`src/design/dbu_pkg.sv`:
```
package dbu_pkg;
  // ************************************************************
  // register offsets (byte addresses)
  // ************************************************************
  localparam logic [7:0] START_LOC_OFS   = 8'h04;
  localparam logic [7:0] LENGTH_OFS      = 8'h08;
  localparam logic [7:0] DATA_OFS        = 8'h0c;
  localparam logic [7:0] MBOX0_OFS       = 8'h10;
  localparam logic [7:0] MBOX1_OFS       = 8'h14;
  localparam logic [7:0] IDENT_OFS       = 8'h18;
  localparam logic [7:0] DIRTY_OFS       = 8'h1c;
  localparam logic [7:0] GUARD_OFS       = 8'h20;
  localparam logic [7:0] RESULT_OFS      = 8'h24;
  // ************************************************************
  // field positions
  // ************************************************************
  localparam int WORD_LSB      = 2;
  localparam int MODE_MSB      = 1;
  localparam int PROC_LSB      = 28;
  localparam int FAMILY_LSB    = 23;
  localparam int SERIES_LSB    = 16;
  localparam int DIE_LSB       = 12;
  localparam int REV_LSB       = 8;
  localparam int SEL_LSB       = 0;
  // ************************************************************
  // reset values and masks
  // ************************************************************
  localparam logic [31:0] ZERO_RST    = 32'h0000_0000;
  localparam logic [31:0] LENGTH_MASK = 32'hffff_fffc;
  localparam logic [31:0] IDENT_MASK  = 32'hffbf_ffff;
  // ************************************************************
  // access mode meaning per operation
  // ************************************************************
  typedef enum logic [1:0] {
    DBU_OP_NONE,
    DBU_OP_CHECKSUM,
    DBU_OP_SELF_TEST
  } dbu_op_t;
endpackage

```
`src/design/dbu_regs.sv`:
```
// Added by the designer: the address-and-strobe port.
`timescale 1ns/100ps
module dbu_regs #(
  parameter logic [3:0] PROC_CODE   = 4'h5, // arbitrary value
  parameter logic [4:0] FAMILY_CODE = 5'h0a, // arbitrary value
  parameter logic [5:0] SERIES_CODE = 6'h15, // arbitrary value
  parameter logic [3:0] DIE_CODE    = 4'h7, // arbitrary value
  parameter logic [3:0] REV_CODE    = 4'h2, // arbitrary value
  parameter logic [7:0] SEL_CODE    = 8'h3c  // arbitrary value
) (
  input  wire logic        clk_sys_in,
  input  wire logic        rst_in,
  input  wire logic [7:0]  addr_in,
  input  wire logic [31:0] wdata_in,
  input  wire logic        wr_in,
  input  wire logic        rd_in,
  input  wire logic        op_start_in,
  input  wire logic        op_self_test_in,
  input  wire logic        op_done_in,
  input  wire logic [31:0] op_result_in,
  output logic      [31:0] rdata_out,
  output logic      [29:0] start_word_out,
  output logic      [1:0]  access_mode_select_out,
  output logic      [29:0] length_words_out,
  output logic      [31:0] seed_out,
  output logic             checksum_mode_out,
  output logic             self_test_mode_out,
  output logic             mailbox_dirty_flag0_out,
  output logic             mailbox_dirty_flag1_out
);
  // ************************************************************
  // state
  // ************************************************************
  typedef struct packed {
    logic [31:0]     start_loc;
    logic [31:0]     length;
    logic [31:0]     data;
    logic            guard;
    logic            busy;
    logic            ck_mode;
    logic            st_mode;
    dbu_pkg::dbu_op_t op;
    logic [31:0]     rdata;
  } dbu_state_t;

  dbu_state_t st_q;
  dbu_state_t st_d;

  localparam dbu_state_t RST_STATE = '{
    start_loc: dbu_pkg::ZERO_RST,
    length:    dbu_pkg::ZERO_RST,
    data:      dbu_pkg::ZERO_RST,
    guard:     1'b0,
    busy:      1'b0,
    ck_mode:   1'b0,
    st_mode:   1'b0,
    op:        dbu_pkg::DBU_OP_NONE,
    rdata:     dbu_pkg::ZERO_RST
  };

  logic [31:0] mbox0_w;
  logic [31:0] mbox1_w;
  logic        dirty0_w;
  logic        dirty1_w;
  logic [31:0] ident_w;
  logic        wr_open_w;
  logic        wr_guard_w;
  logic        wr_mbox0_w;
  logic        wr_mbox1_w;
  logic        rd_mbox0_w;
  logic        rd_mbox1_w;
  logic        launch_w;
  logic        finish_w;

  function automatic logic hit(input logic [7:0] a, input logic [7:0] o);
    return a == o;
  endfunction

  // ************************************************************
  // identity word
  // ************************************************************
  always_comb begin
    ident_w = '0;
    ident_w[dbu_pkg::PROC_LSB +: 4]   = PROC_CODE;
    ident_w[dbu_pkg::FAMILY_LSB +: 5] = FAMILY_CODE;
    ident_w[dbu_pkg::SERIES_LSB +: 6] = SERIES_CODE;
    ident_w[dbu_pkg::DIE_LSB +: 4]    = DIE_CODE;
    ident_w[dbu_pkg::REV_LSB +: 4]    = REV_CODE;
    ident_w[dbu_pkg::SEL_LSB +: 8]    = SEL_CODE;
    ident_w = ident_w & dbu_pkg::IDENT_MASK;
  end

  // ************************************************************
  // strobe decode
  // ************************************************************
  always_comb begin
    wr_open_w  = wr_in && !st_q.guard;
    wr_guard_w = wr_in && hit(addr_in, dbu_pkg::GUARD_OFS);
    wr_mbox0_w = wr_in && hit(addr_in, dbu_pkg::MBOX0_OFS);
    wr_mbox1_w = wr_in && hit(addr_in, dbu_pkg::MBOX1_OFS);
    rd_mbox0_w = rd_in && hit(addr_in, dbu_pkg::MBOX0_OFS);
    rd_mbox1_w = rd_in && hit(addr_in, dbu_pkg::MBOX1_OFS);
    launch_w   = op_start_in && !st_q.busy;
    finish_w   = op_done_in && st_q.busy;
  end

  // ************************************************************
  // mailboxes
  // ************************************************************
  dbu_mailbox #(.WIDTH(32)) u_mbox0 (
    .clk_sys_in (clk_sys_in),
    .rst_in     (rst_in),
    .wr_in      (wr_mbox0_w),
    .rd_in      (rd_mbox0_w),
    .wdata_in   (wdata_in),
    .word_out   (mbox0_w),
    .dirty_out  (dirty0_w)
  );

  dbu_mailbox #(.WIDTH(32)) u_mbox1 (
    .clk_sys_in (clk_sys_in),
    .rst_in     (rst_in),
    .wr_in      (wr_mbox1_w),
    .rd_in      (rd_mbox1_w),
    .wdata_in   (wdata_in),
    .word_out   (mbox1_w),
    .dirty_out  (dirty1_w)
  );

  // ************************************************************
  // register file and operation tracking
  // ************************************************************
  always_comb begin
    st_d = st_q;
    st_d.rdata = '0;
    if (wr_open_w) begin
      if (hit(addr_in, dbu_pkg::START_LOC_OFS)) begin
        st_d.start_loc = wdata_in;
      end
      if (hit(addr_in, dbu_pkg::LENGTH_OFS)) begin
        st_d.length = wdata_in & dbu_pkg::LENGTH_MASK;
      end
      if (hit(addr_in, dbu_pkg::DATA_OFS)) begin
        st_d.data = wdata_in;
      end
    end
    if (wr_guard_w) begin
      st_d.guard = wdata_in[0];
    end
    // mode meaning latched per operation kind
    if (launch_w) begin
      st_d.busy    = 1'b1;
      st_d.op      = op_self_test_in ? dbu_pkg::DBU_OP_SELF_TEST
                                     : dbu_pkg::DBU_OP_CHECKSUM;
      st_d.st_mode = op_self_test_in;
      st_d.ck_mode = !op_self_test_in;
    end else if (finish_w) begin
      st_d.busy    = 1'b0;
      st_d.st_mode = 1'b0;
      st_d.ck_mode = 1'b0;
      st_d.data    = op_result_in;
    end
    if (rd_in) begin
      unique case (addr_in)
        dbu_pkg::START_LOC_OFS: st_d.rdata = st_q.start_loc;
        dbu_pkg::LENGTH_OFS:    st_d.rdata = st_q.length;
        dbu_pkg::DATA_OFS:      st_d.rdata = st_q.data;
        dbu_pkg::MBOX0_OFS:     st_d.rdata = mbox0_w;
        dbu_pkg::MBOX1_OFS:     st_d.rdata = mbox1_w;
        dbu_pkg::IDENT_OFS:     st_d.rdata = ident_w;
        dbu_pkg::DIRTY_OFS:     st_d.rdata = {30'h0, dirty1_w, dirty0_w};
        dbu_pkg::GUARD_OFS:     st_d.rdata = {31'h0, st_q.guard};
        dbu_pkg::RESULT_OFS:    st_d.rdata = {30'h0, st_q.op};
        default:                st_d.rdata = '0;
      endcase
    end
  end

  always_ff @(posedge clk_sys_in) begin
    if (rst_in) begin
      st_q <= RST_STATE;
    end else begin
      st_q <= st_d;
    end
  end

  // ************************************************************
  // outputs
  // ************************************************************
  assign rdata_out               = st_q.rdata;
  assign start_word_out          = st_q.start_loc[31:dbu_pkg::WORD_LSB];
  assign access_mode_select_out  = st_q.start_loc[dbu_pkg::MODE_MSB:0];
  assign length_words_out        = st_q.length[31:dbu_pkg::WORD_LSB];
  assign seed_out                = st_q.data;
  assign checksum_mode_out       = st_q.ck_mode;
  assign self_test_mode_out      = st_q.st_mode;
  assign mailbox_dirty_flag0_out = dirty0_w;
  assign mailbox_dirty_flag1_out = dirty1_w;
endmodule

```
`src/design/dbu_mailbox.sv`:
```
`timescale 1ns/100ps
module dbu_mailbox #(
  parameter int WIDTH = 32
) (
  input  wire logic             clk_sys_in,
  input  wire logic             rst_in,
  input  wire logic             wr_in,
  input  wire logic             rd_in,
  input  wire logic [WIDTH-1:0] wdata_in,
  output logic      [WIDTH-1:0] word_out,
  output logic                  dirty_out
);
  typedef struct packed {
    logic [WIDTH-1:0] word;
    logic             dirty;
  } dbu_mbox_t;

  dbu_mbox_t st_q;
  dbu_mbox_t st_d;

  if (WIDTH < 1) begin
    $error("mailbox width must be positive");
  end

  always_comb begin
    st_d = st_q;
    if (rd_in) begin
      st_d.dirty = 1'b0;
    end
    if (wr_in) begin
      st_d.word  = wdata_in;
      st_d.dirty = 1'b1;
    end
  end

  always_ff @(posedge clk_sys_in) begin
    if (rst_in) begin
      st_q <= '0;
    end else begin
      st_q <= st_d;
    end
  end

  assign word_out  = st_q.word;
  assign dirty_out = st_q.dirty;
endmodule

```
`config.mk`:
```
export PLATFORM = sky130hd
export DESIGN_NAME = dbu_regs
export DESIGN_NICKNAME = d
export VERILOG_FILES = /design/src/design/dbu_pkg.sv /design/src/design/dbu_regs.sv /design/src/design/dbu_mailbox.sv
export SDC_FILE = /design/constraint.sdc
export NUM_CORES = 1
export LEC_CHECK = 0
export BUFFER_PORTS_ARGS = -buffer_cell sky130_fd_sc_hd__clkbuf_2
export CORE_MARGIN = 2
export CORE_UTILIZATION = 54
export CTS_BUF_LIST = sky130_fd_sc_hd__clkbuf_16
export DETAILED_ROUTE_END_ITERATION = 16
export GPL_TIMING_DRIVEN = 0
export PLACE_DENSITY = 0.8
export SLEW_MARGIN = 25
export SYNTH_ARGS = -nofsm -noshare
export SYNTH_HDL_FRONTEND = slang
export SYNTH_HIERARCHICAL = 1
export SYNTH_SLANG_ARGS = --single-unit
```
`constraint.sdc`:
```
create_clock -name clk_sys_in -period 2.3 [get_ports clk_sys_in]
set_clock_uncertainty 0.15 [all_clocks]
set_input_delay 0.23 -clock clk_sys_in [delete_from_list [all_inputs] [get_ports clk_sys_in]]
set_output_delay 0.23 -clock clk_sys_in [all_outputs]
set_load 0.01 [all_outputs]
```
==> results.yml <==
floorplanning:
  io_pins: 209
  chipHeight_um: 135.1
  fp-row-count: 47
  start_util_pct: 55.57
  die_w_um: 135.1
  die_area_um2: 18250
  core-area_um2: 16700
clock_tree:
  h-tree-depth: 4
  clock_latency_ps: 450
  cts_sinks: 198
  path_clk_slew_ps: 70
  tritoncts: "yes"
  numCtsBuffers: 17
  clk_path_buf_depth: 2
  root_buffer: "clkbuf_16"
worst_setup_path:
  cp_top_family: "buffers and inverters"
  critPathMostFrequentCell: "clkbuf_2"
  path_cells: "clkbuf_2 > buf_2 > nor2b_1 > and3_1 > clkbuf_2 > and2_1 > buf_6 > buf_12 > mux2i_1 > nor2_1"
  cp_max_fo: 10
  cp_slowest_cell: "clkbuf_2"
  cp-end-kind: "register"
  critical_path_class: "in -> reg"
  max_stage_delay_ps: 340
  cp.required_ps: 2460
  worst-path-buf-inv: 5
  start_kind: "input port"
  arrival_ps: 2350
power_and_ir_drop:
  power_switching_w: 0.001741
  clockPowerShare_pct: 43.2
  cellLeakagePower_nw: 5.028
  switching_share_pct: 24.30
  p_int_w: 0.005424
  combPwrFrac_pct: 8.2
  p_total_w: 0.007165
  pwr-share-seq_pct: 48.6
  ir_drop_mv: 0.5730
  p_per_area_nw_per_um2: 603.4
finish:
  nets: 1421
  drive_above_1_share_pct: 30.18
  antennaDiodeCount: 0
  syn_to_final_growth_pct: 27.95
sta:
  rsz0062_at_grt: "no"
  worst_pin_slew_ps: 904.1
  timing.final.crit_period_ps: 2191
  setup-tns-final_ps: 0
  finalCritPeriodShare_pct: 95.26
  hold_violations: 0
  max_freq_mhz: 456.4
  drv_slew: 0
  setup_viol: 0
  relSlewSlack_pct: 39.73
route:
  wl_per_cell_um: 19.46
  num_vias: 8911
  drc: 0
  drt-initial-drc-count: 896
  ant_nets: 0
  wl_um: 30660
  drt-pass1-iter-count: 6
  vias_per_cell: 5.658
outcome:
  outcome: "finished clean"
grt:
  grtUsageTotal_pct: 33.65
  antenna_found_initial: 0
  grt_pass1_wl_um: 46850
  overflow: 0
  grt_max_degree: 18
  grt_pass1_vias: 8770
yosys:
  netlist.area_leader.share_pct: 42.71
  synth.avg_cell_area_um2: 8.838
  synthDistinctLibCells: 38
  synth-edff-count: 0
  synth_ff_type: "dfxtp_1"
  netlist_instances: 1050
  synth_warnings: 6
  synth_top_cell_by_area: "dfxtp_1"
  ys_seq_area_share_pct: 42.71
  synth_most_common_cell: "dfxtp_1"
  yosys-top-cells-count: "198 x dfxtp_1, 138 x nand2_1, 127 x buf_4"
  async_reset_ff_share_pct: 0
  netlist_area_um2: 9280
  ys_ff_latch: 198
  synth_area_leaders: "dfxtp_1 43%, mux2i_1 13%, buf_4 10%"
  syn_nets: 1129
job:
  drv_cap: 0
placement:
  io_buffer_count: 208
  gp_congestion: 0.9356
  post-dp-hpwl_um: 20540
worst_hold_path:
  worstHoldPathType: "in -> reg"
[logic make-up (layout without fill, tap and decap cells)]
family | Yosys count | in the layout | share of synthesized area, %
AND/OR/NAND/NOR | 302 | 302 | 14.02
AO/OA/AOI/OAI | 218 | 218 | 14.40
buffers and inverters | 206 | 511 | 15.24
flip-flops | 198 | 198 | 42.71
multiplexers | 126 | 126 | 13.63
[sequential cells by signal (all words and copies together), names as in the netlist, 2 cells and up]
signal / count
length_words_out: 30
rdata_out: 32
seed_out: 32
access_mode_select_out: 2
u_mbox1/word_out: 32
start_word_out: 30
st_q: 4
u_mbox0/word_out: 32
[final timing paths]
check	from	to	slack, ps	depth (start not counted)
setup reg to reg	st_q[37]$_SDFFE_PP0P_	seed_out[16]$_SDFF_PP0_	240	5
hold reg to reg	length_words_out[9]$_SDFFE_PP0P_	length_words_out[9]$_SDFFE_PP0P_	320	2
hold / removal	op_done_in	self_test_mode_out$_SDFFE_PP0P_	7	4
setup / recovery	addr_in[4]	u_mbox0/word_out[23]$_SDFFE_PP0P_	110	10
[final cells by class]
type	count	area [um2]
fillers	1266	4827
flip-flops and latches	198	3964
multi-input cells	646	3919
repair buffers	274	1702
plain buffers	200	1393
clock buffers	17	425.4
well taps	220	275.3
clock inverters	15	177.7
inverters	5	18.77
[layer usage]
metal / vias up / part of all wire [%] / GRT usage (%)
met3: 97 / 10 / 7.470
met5: - / 0 / 0
met1: 4178 / 39 / 41.39
met4: 0 / 3.6 / 14.87
met2: 566 / 47 / 56.66
li1: 4070 / - / -
[power groups by stage]
| stage | logic [W] | clock network, W | registers (W) |
|---|---|---|---|
| after floorplan | 0.000233 | 0 | 0.00356 |
| after global placement | 0.000467 | 0 | 0.00356 |
| after detailed placement | 0.000473 | 0 | 0.00356 |
| after CTS | 0.000564 | 0.00308 | 0.00348 |
| after global routing | 0.000618 | 0.00322 | 0.00349 |
| final | 0.000586 | 0.00309 | 0.00349 |
[cell usage in the layout, fill, tap and decap left out, types with 9 or more instances in the layout]
cell type        n
buf_2           16
mux2i_1        123
a21oi_1         94
clkbuf_2       210
nand3_1         32
o22ai_1         15
o22a_1          13
o21ai_0         35
dfxtp_1        198
buf_4          127
nor2b_1          9
nand2_1        138
nor2_1          92
clkbuf_1        39
a22oi_1         42
clkbuf_16       17
dlygate4sd3_1   66
[worst min-delay path: stages]
cell and delay [ps]:
clkbuf_2 90, nor2b_1 40, o21ai_0 130, a21oi_1 70
[through the flow]
step / cells / area, um2 / hold slack [ps] / utilization, % / worst slack, ps
floorplan: 1050 / 9280 / 188.6 / - / 172.2
global placement: 1478 / 10600 / 274.7 / 63.45 / -565.4
detailed placement: 1478 / 10600 / 278.6 / 63.45 / -628.7
CTS: 1576 / 11860 / 7.971 / 71.02 / 64.79
global route: 1575 / 11870 / 29.10 / 71.10 / 33.34
finish: 1575 / 11870 / 7.196 / 71.10 / 109.1
[repair_timing]
action / CTS / global route
setup buffers: 0 / 0
hold buffers: 66 / 0
resized for setup: 1 / 3
endpoints found under the setup margin: 29 / 103
hold endpoints to repair: 159 / 0
Power figures use the tool's default switching activity.
